===== config.mk =====
export PLATFORM = sky130hd
export DESIGN_NAME = i2c_master_status
export DESIGN_NICKNAME = d
export VERILOG_FILES = /design/src/common/i2c_status_pkg.sv /design/src/logic/i2c_line_monitor.sv /design/src/logic/i2c_master_status.sv
export SDC_FILE = /design/constraint.sdc
export NUM_CORES = 1
export LEC_CHECK = 0
export ABC_AREA = 0
export BUFFER_PORTS_ARGS = -buffer_cell sky130_fd_sc_hd__buf_4
export CORE_MARGIN = 1.5
export CORE_UTILIZATION = 37
export DETAILED_ROUTE_END_ITERATION = 8
export PLACE_DENSITY = 0.66
export SLEW_MARGIN = 20
export SYNTH_ARGS = -nofsm -noshare
export SYNTH_HDL_FRONTEND = slang
export SYNTH_SLANG_ARGS = --single-unit

===== constraint.sdc =====
create_clock -name clk_sys -period 4.9 [get_ports clk_sys]
set_clock_uncertainty 0.2 [all_clocks]
set_input_delay 0.245 -clock clk_sys [delete_from_list [all_inputs] [get_ports clk_sys]]
set_output_delay 0.245 -clock clk_sys [all_outputs]
set_load 0.03 [all_outputs]

===== src/common/i2c_status_pkg.sv =====
`default_nettype none
package i2c_status_pkg;

  // ==========================================================
  // Register offsets (byte addresses on the register port)
  localparam logic [7:0] OFS_STATUS = 8'h1a;
  localparam logic [7:0] OFS_SYNC_BUSY = 8'h1c;
  localparam logic [7:0] OFS_DATA = 8'h18;
  localparam logic [7:0] OFS_ADDRESS = 8'h24;

  // ==========================================================
  // Status field positions
  localparam int POS_BUS_ERROR = 0;
  localparam int POS_ARB_LOST = 1;
  localparam int POS_RX_NACK = 2;
  localparam int POS_STATE_LO = 4;
  localparam int POS_LOW_TIMEOUT = 6;

  // ==========================================================
  // Sync busy field positions
  localparam int POS_BUSY_SOFT_RESET = 0;
  localparam int POS_BUSY_ENABLE = 1;
  localparam int POS_BUSY_SYSTEM_OPERATION_BUSY = 2;

  // ==========================================================
  // Address register field positions
  localparam int POS_ADDR_HI = 10;
  localparam int POS_LEN_EN = 13;
  localparam int POS_HIGH_SPEED = 14;
  localparam int POS_TEN_BIT = 15;
  localparam int POS_LEN_LO = 16;
  localparam int POS_LEN_HI = 23;

  // ==========================================================
  // Bus state field codes
  localparam logic [1:0] CODE_UNKNOWN = 2'h0;
  localparam logic [1:0] CODE_IDLE = 2'h1;
  localparam logic [1:0] CODE_OWNER = 2'h2;
  localparam logic [1:0] CODE_BUSY = 2'h3;

  // ==========================================================
  // Cycle counts and reset values
  localparam logic [3:0] SYNC_CYCLES = 4'h3;
  localparam int SCL_LOW_TIMEOUT_CYCLES = 1000;
  localparam logic [31:0] RESET_WORD = 32'h0000_0000;

  typedef enum logic [3:0] {
    BS_UNKNOWN = 4'h1,
    BS_IDLE = 4'h2,
    BS_OWNER = 4'h4,
    BS_BUSY = 4'h8
  } bus_state_t;

endpackage : i2c_status_pkg
`default_nettype wire


===== src/logic/i2c_line_monitor.sv =====
`default_nettype none
module i2c_line_monitor #(
  parameter int TIMEOUT_CYCLES = i2c_status_pkg::SCL_LOW_TIMEOUT_CYCLES
) (
  // Clock and reset
  input wire logic clk_sys,
  input wire logic rst_b,
  // Bus lines
  input wire logic scl_pin,
  input wire logic sda_pin,
  // Detected conditions
  output logic start_seen,
  output logic stop_seen,
  output logic violation,
  output logic scl_timeout
);

  generate
    if (TIMEOUT_CYCLES < 2 || TIMEOUT_CYCLES > 65535) begin : g_chk
      $error("TIMEOUT_CYCLES out of range");
    end
  endgenerate

  localparam logic [15:0] TOUT = 16'(TIMEOUT_CYCLES);

  typedef struct packed {
    logic [1:0] scl_sync;
    logic [1:0] sda_sync;
    logic scl_prev;
    logic sda_prev;
    logic armed;
    logic [15:0] low_cnt;
    logic start_seen;
    logic stop_seen;
    logic violation;
    logic scl_timeout;
  } mon_t;

  mon_t s;
  mon_t next_s;

  // ==========================================================
  // Condition detection
  always_comb begin
    next_s = s;
    next_s.scl_sync = {s.scl_sync[0], scl_pin};
    next_s.sda_sync = {s.sda_sync[0], sda_pin};
    next_s.scl_prev = s.scl_sync[1];
    next_s.sda_prev = s.sda_sync[1];
    next_s.start_seen = s.scl_sync[1] && s.scl_prev && s.sda_prev && !s.sda_sync[1];
    next_s.stop_seen = s.scl_sync[1] && s.scl_prev && !s.sda_prev && s.sda_sync[1];
    next_s.violation = 1'b0;
    next_s.scl_timeout = 1'b0;
    // Start followed by stop with no clock pulse between
    if (next_s.start_seen) begin
      next_s.armed = 1'b1;
    end else if (s.scl_prev && !s.scl_sync[1]) begin
      next_s.armed = 1'b0;
    end else if (next_s.stop_seen) begin
      next_s.violation = s.armed;
      next_s.armed = 1'b0;
    end
    if (s.scl_sync[1]) begin
      next_s.low_cnt = 16'h0000;
    end else if (s.low_cnt != TOUT) begin
      next_s.low_cnt = s.low_cnt + 16'h0001;
      next_s.scl_timeout = (s.low_cnt + 16'h0001) == TOUT;
    end
  end

  always_ff @(posedge clk_sys or negedge rst_b) begin
    if (!rst_b) begin
      s <= '{scl_sync: 2'h3, sda_sync: 2'h3, scl_prev: 1'b1, sda_prev: 1'b1, default: '0};
    end else begin
      s <= next_s;
    end
  end

  assign start_seen = s.start_seen;
  assign stop_seen = s.stop_seen;
  assign violation = s.violation;
  assign scl_timeout = s.scl_timeout;

endmodule : i2c_line_monitor
`default_nettype wire


===== src/logic/i2c_master_status.sv =====
// How it works
// - Timeout sets the low-timeout flag; one written or address write clears it.
// - Bus-state field codes: 0 unknown, 1 idle, 2 owner, 3 busy.
// - Bus state reads unknown while disabled and right after enabling.
// - Unknown state leaves only on a stop, a software force or lost arbitration.
// - Writing 1 to the field while unknown forces idle; other values ignored.
// - Forcing idle raises system-operation busy until it has crossed over.
// - Received-NACK shows last acknowledge; writes do nothing.
// - Lost arbitration sets arbitration-lost and pulses master-on-bus set.
// - Arbitration-lost clears on address write or one written.
// - Start directly followed by stop sets bus error.
// - Timeout within a frame sets bus error.
// - Bus error while owner also sets arbitration-lost and master-on-bus.
// - Bus error clears on address write or one written.
// - Enabled writes to control B, address, data, and a state write that forces idle, raise system busy.
// - Enable change raises enable busy; writes then refused with error.
// - Soft reset raises reset busy; all writes then refused with error.
// - With length enabled, after that many bytes request an automatic stop.
// - Ten-bit bit selects ten-bit addressing.
// - High-speed bit selects high-speed for the transfer.
// - Length-enable bit switches automatic length on.
// - Address write acts by state: abort, wait, start or repeated start.
// - Address bit zero is the read/write direction.
`default_nettype none
module i2c_master_status #(
  parameter int TIMEOUT_CYCLES = i2c_status_pkg::SCL_LOW_TIMEOUT_CYCLES
) (
  // Clock and reset
  input wire logic clk_sys,
  input wire logic rst_b,
  // Register port
  input wire logic reg_write,
  input wire logic reg_read,
  input wire logic [7:0] reg_addr,
  input wire logic [31:0] reg_wdata,
  output logic [31:0] reg_rdata,
  output logic reg_ready,
  output logic reg_error,
  // Unit control
  input wire logic enable_in,
  input wire logic soft_reset,
  input wire logic control_register_b_write,
  // Bus lines
  input wire logic scl_pin,
  input wire logic sda_pin,
  // Bit engine events
  input wire logic arb_lost_event,
  input wire logic ack_event,
  input wire logic ack_was_nack,
  input wire logic byte_done,
  // Requests to bit engine
  output logic start_request,
  output logic repeated_start_request,
  output logic auto_stop_request,
  output logic master_on_bus_set,
  output logic [10:0] target_address,
  output logic read_transfer,
  output logic ten_bit_enable,
  output logic high_speed_enable,
  output logic length_enable,
  output logic [7:0] transfer_length,
  output logic unit_enabled
);

  typedef struct packed {
    i2c_status_pkg::bus_state_t bstate;
    logic enabled, en_target;
    logic scl_low_timeout_flag, received_nack_bit, arbitration_lost_flag, bus_error_flag;
    logic [10:0] addr;
    logic ten_bit, high_speed, len_en;
    logic [7:0] len;
    logic [7:0] byte_count;
    logic pend_start, own_start, pend_force;
    logic [3:0] system_operation_busy_cnt, enable_cnt, soft_reset_cnt;
    logic start_req, rstart_req, auto_end, mb_set;
    logic [31:0] rdata;
    logic ready, error;
  } state_t;

  localparam state_t RESET_STATE = '{bstate: i2c_status_pkg::BS_UNKNOWN, default: '0};

  state_t s;
  state_t next_s;

  logic start_seen, stop_seen, violation, scl_timeout;

  i2c_line_monitor #(
    .TIMEOUT_CYCLES(TIMEOUT_CYCLES)
  ) u_monitor (
    .clk_sys(clk_sys),
    .rst_b(rst_b),
    .scl_pin(scl_pin),
    .sda_pin(sda_pin),
    .start_seen(start_seen),
    .stop_seen(stop_seen),
    .violation(violation),
    .scl_timeout(scl_timeout)
  );

  function automatic logic [1:0] state_code(input i2c_status_pkg::bus_state_t st);
    unique case (st)
      i2c_status_pkg::BS_UNKNOWN: state_code = i2c_status_pkg::CODE_UNKNOWN;
      i2c_status_pkg::BS_IDLE: state_code = i2c_status_pkg::CODE_IDLE;
      i2c_status_pkg::BS_OWNER: state_code = i2c_status_pkg::CODE_OWNER;
      i2c_status_pkg::BS_BUSY: state_code = i2c_status_pkg::CODE_BUSY;
      default: state_code = i2c_status_pkg::CODE_UNKNOWN;
    endcase
  endfunction : state_code

  logic busy_enable, busy_reset, write_ok, addr_write, status_write, in_frame;

  assign busy_enable = s.enable_cnt != 4'h0;
  assign busy_reset = s.soft_reset_cnt != 4'h0;
  assign write_ok = reg_write && !busy_enable && !busy_reset;
  assign addr_write = write_ok && reg_addr == i2c_status_pkg::OFS_ADDRESS;
  assign status_write = write_ok && reg_addr == i2c_status_pkg::OFS_STATUS;
  assign in_frame = s.bstate == i2c_status_pkg::BS_OWNER || s.bstate == i2c_status_pkg::BS_BUSY;

  // ==========================================================
  // Next state
  always_comb begin
    next_s = s;
    next_s.start_req = 1'b0;
    next_s.rstart_req = 1'b0;
    next_s.auto_end = 1'b0;
    next_s.mb_set = 1'b0;
    next_s.ready = reg_write || reg_read;
    next_s.error = reg_write && (busy_enable || busy_reset);
    next_s.rdata = i2c_status_pkg::RESET_WORD;
    if (reg_read) begin
      unique case (reg_addr)
        i2c_status_pkg::OFS_STATUS: begin
          next_s.rdata[i2c_status_pkg::POS_LOW_TIMEOUT] = s.scl_low_timeout_flag;
          next_s.rdata[i2c_status_pkg::POS_STATE_LO +: 2] = state_code(s.bstate);
          next_s.rdata[i2c_status_pkg::POS_RX_NACK] = s.received_nack_bit;
          next_s.rdata[i2c_status_pkg::POS_ARB_LOST] = s.arbitration_lost_flag;
          next_s.rdata[i2c_status_pkg::POS_BUS_ERROR] = s.bus_error_flag;
        end
        i2c_status_pkg::OFS_SYNC_BUSY: begin
          next_s.rdata[i2c_status_pkg::POS_BUSY_SOFT_RESET] = busy_reset;
          next_s.rdata[i2c_status_pkg::POS_BUSY_ENABLE] = busy_enable;
          next_s.rdata[i2c_status_pkg::POS_BUSY_SYSTEM_OPERATION_BUSY] = s.system_operation_busy_cnt != 4'h0;
        end
        i2c_status_pkg::OFS_ADDRESS: begin
          next_s.rdata[i2c_status_pkg::POS_ADDR_HI:0] = s.addr;
          next_s.rdata[i2c_status_pkg::POS_LEN_EN] = s.len_en;
          next_s.rdata[i2c_status_pkg::POS_HIGH_SPEED] = s.high_speed;
          next_s.rdata[i2c_status_pkg::POS_TEN_BIT] = s.ten_bit;
          next_s.rdata[i2c_status_pkg::POS_LEN_HI:i2c_status_pkg::POS_LEN_LO] = s.len;
        end
        default: next_s.rdata = i2c_status_pkg::RESET_WORD;
      endcase
    end

    // Synchronisation counters
    if (s.system_operation_busy_cnt != 4'h0) next_s.system_operation_busy_cnt = s.system_operation_busy_cnt - 4'h1;
    if (s.enable_cnt != 4'h0) next_s.enable_cnt = s.enable_cnt - 4'h1;
    if (s.soft_reset_cnt != 4'h0) next_s.soft_reset_cnt = s.soft_reset_cnt - 4'h1;
    if (soft_reset && !busy_reset) begin
      next_s.soft_reset_cnt = i2c_status_pkg::SYNC_CYCLES;
    end
    if (enable_in != s.enabled && !busy_enable && !busy_reset) begin
      next_s.enable_cnt = i2c_status_pkg::SYNC_CYCLES;
      next_s.en_target = enable_in;
    end
    if (s.enable_cnt == 4'h1) begin
      next_s.enabled = s.en_target;
      next_s.bstate = i2c_status_pkg::BS_UNKNOWN;
    end

    // Software clears first, so hardware sets below win
    if (status_write) begin
      if (reg_wdata[i2c_status_pkg::POS_LOW_TIMEOUT]) next_s.scl_low_timeout_flag = 1'b0;
      if (reg_wdata[i2c_status_pkg::POS_ARB_LOST]) next_s.arbitration_lost_flag = 1'b0;
      if (reg_wdata[i2c_status_pkg::POS_BUS_ERROR]) next_s.bus_error_flag = 1'b0;
      if (s.enabled && s.bstate == i2c_status_pkg::BS_UNKNOWN &&
          reg_wdata[i2c_status_pkg::POS_STATE_LO +: 2] == i2c_status_pkg::CODE_IDLE) begin
        next_s.pend_force = 1'b1;
        next_s.system_operation_busy_cnt = i2c_status_pkg::SYNC_CYCLES;
      end
    end
    if (s.enabled && (control_register_b_write ||
        (write_ok && reg_addr == i2c_status_pkg::OFS_DATA))) begin
      next_s.system_operation_busy_cnt = i2c_status_pkg::SYNC_CYCLES;
    end
    if (addr_write) begin
      next_s.addr = reg_wdata[i2c_status_pkg::POS_ADDR_HI:0];
      next_s.len_en = reg_wdata[i2c_status_pkg::POS_LEN_EN];
      next_s.high_speed = reg_wdata[i2c_status_pkg::POS_HIGH_SPEED];
      next_s.ten_bit = reg_wdata[i2c_status_pkg::POS_TEN_BIT];
      next_s.len = reg_wdata[i2c_status_pkg::POS_LEN_HI:i2c_status_pkg::POS_LEN_LO];
      next_s.byte_count = 8'h00;
      next_s.scl_low_timeout_flag = 1'b0;
      next_s.arbitration_lost_flag = 1'b0;
      next_s.bus_error_flag = 1'b0;
      next_s.pend_start = 1'b0;
      if (s.enabled) begin
        next_s.system_operation_busy_cnt = i2c_status_pkg::SYNC_CYCLES;
        unique case (s.bstate)
          i2c_status_pkg::BS_UNKNOWN: begin
            next_s.bus_error_flag = 1'b1;
            next_s.mb_set = 1'b1;
          end
          i2c_status_pkg::BS_BUSY: next_s.pend_start = 1'b1;
          i2c_status_pkg::BS_IDLE: begin
            next_s.start_req = 1'b1;
            next_s.own_start = 1'b1;
          end
          i2c_status_pkg::BS_OWNER: next_s.rstart_req = 1'b1;
          default: next_s.bus_error_flag = 1'b1;
        endcase
      end
    end

    // Bus state tracking
    if (s.enabled && s.enable_cnt == 4'h0) begin
      if (s.pend_force && s.system_operation_busy_cnt == 4'h1 && s.bstate == i2c_status_pkg::BS_UNKNOWN) begin
        next_s.bstate = i2c_status_pkg::BS_IDLE;
        next_s.pend_force = 1'b0;
      end
      if (stop_seen) begin
        next_s.bstate = i2c_status_pkg::BS_IDLE;
        next_s.pend_force = 1'b0;
      end else if (start_seen && s.bstate == i2c_status_pkg::BS_IDLE) begin
        next_s.bstate = s.own_start ? i2c_status_pkg::BS_OWNER : i2c_status_pkg::BS_BUSY;
        next_s.own_start = 1'b0;
      end
      if (s.bstate == i2c_status_pkg::BS_IDLE && s.pend_start && !addr_write) begin
        next_s.pend_start = 1'b0;
        next_s.start_req = 1'b1;
        next_s.own_start = 1'b1;
      end
      if (arb_lost_event) begin
        next_s.arbitration_lost_flag = 1'b1;
        next_s.mb_set = 1'b1;
        next_s.bstate = i2c_status_pkg::BS_BUSY;
      end
      if (violation || (scl_timeout && in_frame)) begin
        next_s.bus_error_flag = 1'b1;
        if (s.bstate == i2c_status_pkg::BS_OWNER) begin
          next_s.arbitration_lost_flag = 1'b1;
          next_s.mb_set = 1'b1;
        end
      end
      if (scl_timeout) next_s.scl_low_timeout_flag = 1'b1;
      if (ack_event) next_s.received_nack_bit = ack_was_nack;
      if (byte_done) begin
        next_s.byte_count = s.byte_count + 8'h01;
        next_s.auto_end = s.len_en && (s.byte_count + 8'h01) == s.len;
      end
    end
    if (!next_s.enabled) begin
      next_s.bstate = i2c_status_pkg::BS_UNKNOWN;
      next_s.pend_start = 1'b0;
      next_s.own_start = 1'b0;
      next_s.pend_force = 1'b0;
    end

    // Soft reset lands once it has crossed; ready and error are kept, read data is cleared
    if (s.soft_reset_cnt == 4'h1) begin
      next_s = RESET_STATE;
      next_s.ready = reg_write || reg_read;
      next_s.error = reg_write;
    end
  end

  always_ff @(posedge clk_sys or negedge rst_b) begin
    if (!rst_b) begin
      s <= RESET_STATE;
    end else begin
      s <= next_s;
    end
  end

  assign reg_rdata = s.rdata;
  assign reg_ready = s.ready;
  assign reg_error = s.error;
  assign start_request = s.start_req;
  assign repeated_start_request = s.rstart_req;
  assign auto_stop_request = s.auto_end;
  assign master_on_bus_set = s.mb_set;
  assign target_address = s.addr;
  assign read_transfer = s.addr[0];
  assign ten_bit_enable = s.ten_bit;
  assign high_speed_enable = s.high_speed;
  assign length_enable = s.len_en;
  assign transfer_length = s.len;
  assign unit_enabled = s.enabled;

  logic run;
  assign run = s.enabled && s.enable_cnt == 4'h0 && s.soft_reset_cnt != 4'h1;
endmodule : i2c_master_status
`default_nettype wire


==> impl_metrics.csv <==
group,metric,value,unit
grt,grt_max_degree,63,
sta,grt_setup_unrepaired,"false",
die,initial_utilization,38.1,%
cells_and_area,utilization,45.7,%
grt,grt_pass1_vias,4512,
sta,max_freq,331,MHz
die,die-width,129,µm
synth,synth_cell_types,66,
grt,grt_pass1_wl,21900,µm
pwr,swShare,32.5,%
pwr,p_int,0.00166,W
routing,firstDrtPassIters,4,
die,dieArea,0.0165,mm²
clock_tree,cts_made_buffers,9,
synth,netlist_instances,617,
routing,drc,0,
sta,fin_crit_sh,61.6,%
sta,min_period,3.02,ns
routing,drtIter0Drc,325,
sta,max_slew.worst_pin.slew,0.798,ns
synth,synth_top_cell_by_area,"dfrtp_1",
place,globalplace.congestion,0.866,
run,cap_violations,0,
routing,via_count,4608,
worst_setup_path,cp-startpoint,"s[42]$_DFFE_PN0P_",
clock_tree,htreeDepth,3,
routing,wl,13400,µm
place,dp_hpwl,9510,µm
worst_setup_path,cp_cell_sequence,"inv_1, ha_1, nor3b_1, nand3_2, and3_1, o221a_1",
place,place_ws,1.91,ns
sta,hold_violations,0,
worst_setup_path,cp-end-kind,"flop",
worst_setup_path,startpoint_type,"flop",
grt,grt_usage,16.6,%
die,die-height,129,µm
synth,synthTopCellsByArea,"dfrtp_1 44%, buf_4 6.7%, nand2_1 5.3%",
pwr,power.density,350,mW/mm²
pwr,combPwrFrac,24.4,%
synth,postSynthAreaPerCell,9.47,µm²
routing,ant_nets,0,
sta,report.final.slew_viol_count,0,
pwr,p_seq_share,44.0,%
routing,wl_met2,6670,µm
worst_setup_path,cp_slowest_cell,"nand3_2",
synth,netlist_area,0.00584,mm²
worst_setup_path,arrival,3.05,ns
routing,viasPerCell,5.07,
routing,highest_layer,"met4",
cells_and_area,instances_no_fill,908,
synth,synth_edf_count,0,
place,place_inst,859,
status,status,"completed",
grt,overflow,0,
sta,slew_headroom,46.8,%
clock_tree,cts.sinks,110,
routing,route.met3.wl,697,µm
sta,tns,0,ns
worst_setup_path,path_class,"reg2reg",
worst_setup_path,required,4.94,ns
synth,ys_warn_count,0,
pwr,clockPowerShare,31.6,%
die,num_rows,45,
clock_tree,clk_pin_slew,0.08,ns
clock_tree,post-cts-setup-buffers,0,
cells_and_area,drive_above_1_share,20.5,%
min_path,hold_path_class,"in2reg",
place,port_buffers,94,
sta,finalSetupViolations,0,
synth,synth.yosys.seq_area_share,47.3,%
die,core_area,0.0153,mm²
grt,antenna_found_initial,0,
synth,synthArstFlopShare,100,%
clock_tree,clock_path_buffers,2,
cells_and_area,fin_nets,755,
cells_and_area,syn_to_final_growth,19.9,%
clock_tree,cts_tree,"yes",
worst_setup_path,max_stage_delay,0.66,ns
pwr,peakVddDrop,0.166,mV
synth,synth_seq_cells,110,
pwr,leakagePower,3.14,nW
pwr,netSwitchingPower,0.000798,W
routing,wl_per_cell,14.8,µm
clock_tree,clockRootBuffer,"clkbuf_16",
worst_setup_path,reg2reg_from,"s[42]$_DFFE_PN0P_",
die,ioPinCount,115,
worst_setup_path,worstPathMaxFanout,26,
synth,yosysTopAreaCellShare,44.1,%
synth,ys.flop_type,"dfrtp_1",
min_path,hold_path.startpoint,"enable_in",
sta,setup_slack,1.88,ns
routing,routedLengthMet1,5850,µm
clock_tree,clock_latency,0.35,ns
Yosys cell counts (all sizes together) (4+ instances only):
cell type,n
a21oi,52
and3,7
ha,11
nand3,18
a31oi,7
a22oi,4
buf,58
nor4b,4
clkbuf,18
dfrtp,103
inv,14
nor3,15
xor2,14
nand2b,5
o21a,4
nor3b,6
nor4,7
nand4,8
nand2,83
a211oi,5
nor2,53
xnor2,17
mux2i,4
nand3b,5
o21ai,16
or3,5
and2,23
dfstp,7
nor2b,5
path summary, 6_finish.rpt:
path                                                   to  slack, ns  cells past startpoint
setup / recovery                          s[51]$_DFF_PN0_       1.88                      6
hold / removal                          s[87]$_DFFE_PN0P_       0.03                      3
setup reg to reg                          s[51]$_DFF_PN0_       1.88                      6
hold reg to reg            u_monitor.next_s[22]$_DFF_PN1_       0.16                      0
max in group asynchronous      u_monitor.s[6]$_DFFE_PN0P_       3.07                      3
min in group asynchronous          reg_rdata[0]$_DFF_PN0_       0.31                      2
cells by family after synthesis:
kind of cell	synth area share, %
xor gates and xnor gates	4.65
muxes	0.686
and+or+nand+nor	23.7
AOI/OAI and AO/OA	11.6
other	0.0642
buffers and inverters	9.62
adders and majority gates	2.36
DFF	47.3
layout by cell type, fill, tap and decap left out, drive strengths merged, types with 5 or more instances in the layout:
cell type    netlist  layout
conb               1      10
buf               58      98
a21oi             52      52
nand3b             5       5
nor2b              5       5
a31oi              7       7
a211oi             5       5
nor4               7       7
nor3              15      15
or3                5       5
dfrtp            103     103
and2              23      23
o21ai             16      16
clkbuf            18      10
nand4              8       8
nor2              53      53
nand2             83      83
nor3b              6       6
and3               7       7
inv               14      17
dlygate4sd3        0      32
xnor2             17      17
xor2              14      14
ha                11      11
nand3             18      18
dfstp              7       7
nand2b             5       5
metal layers:
layer	GRT usage, %	vias to the layer above
met5	0	-
met4	5.29	0
met3	3.45	18
met2	28.1	131
met1	21.4	2249
li1	-	2210
registers in the layout, summed over array words and instances, names as in the netlist, 4 cells and up:
name,count
reg_rdata,22
u_monitor.next_s,4
target_address,11
u_monitor.s,19
s,32
transfer_length,8
critical path: cells and delay by family (launching register included):
family	cells	cell delay, ns
compound gates	1	0.24
fa+ha+maj	1	0.26
buf+inv	1	0.10
flops	1	0.40
simple gates	3	1.71
metrics by stage:
step                hold slack [ns]  power [W]  cell area, µm²
floorplan                    -0.251    0.00149            5870
global placement              0.146    0.00164            6360
detailed placement            0.151    0.00167            6360
CTS                          0.0220    0.00247            7000
global route                 0.0468    0.00261            7000
finish                       0.0346    0.00245            7000
what timing repair did:
action | in CTS | in global routing
setup endpoints to repair | 0 | 0
hold endpoints to repair | 89 | 0
resized for setup | 0 | 0
hold buffers | 32 | 0
power by group through the flow:
stage | Clock (W) | Combinational, W | Sequential (W)
after floorplan | 0 | 0.000418 | 0.00107
after global placement | 0 | 0.000552 | 0.00109
after detailed placement | 0 | 0.000575 | 0.00110
after CTS | 0.000793 | 0.000603 | 0.00108
after global routing | 0.000839 | 0.000676 | 0.00109
final | 0.000774 | 0.000600 | 0.00108
area by class of cell:
class	instances	area (µm²)
sequential	110	2760
clock buffer	10	239
timing repair buffer	130	1060
fill	1440	8310
tap	211	264
clock inverter	6	76.3
antenna	1	2.50
multi-input combinational	426	2550
inverter	14	52.6
Power figures use the tool's default switching activity.
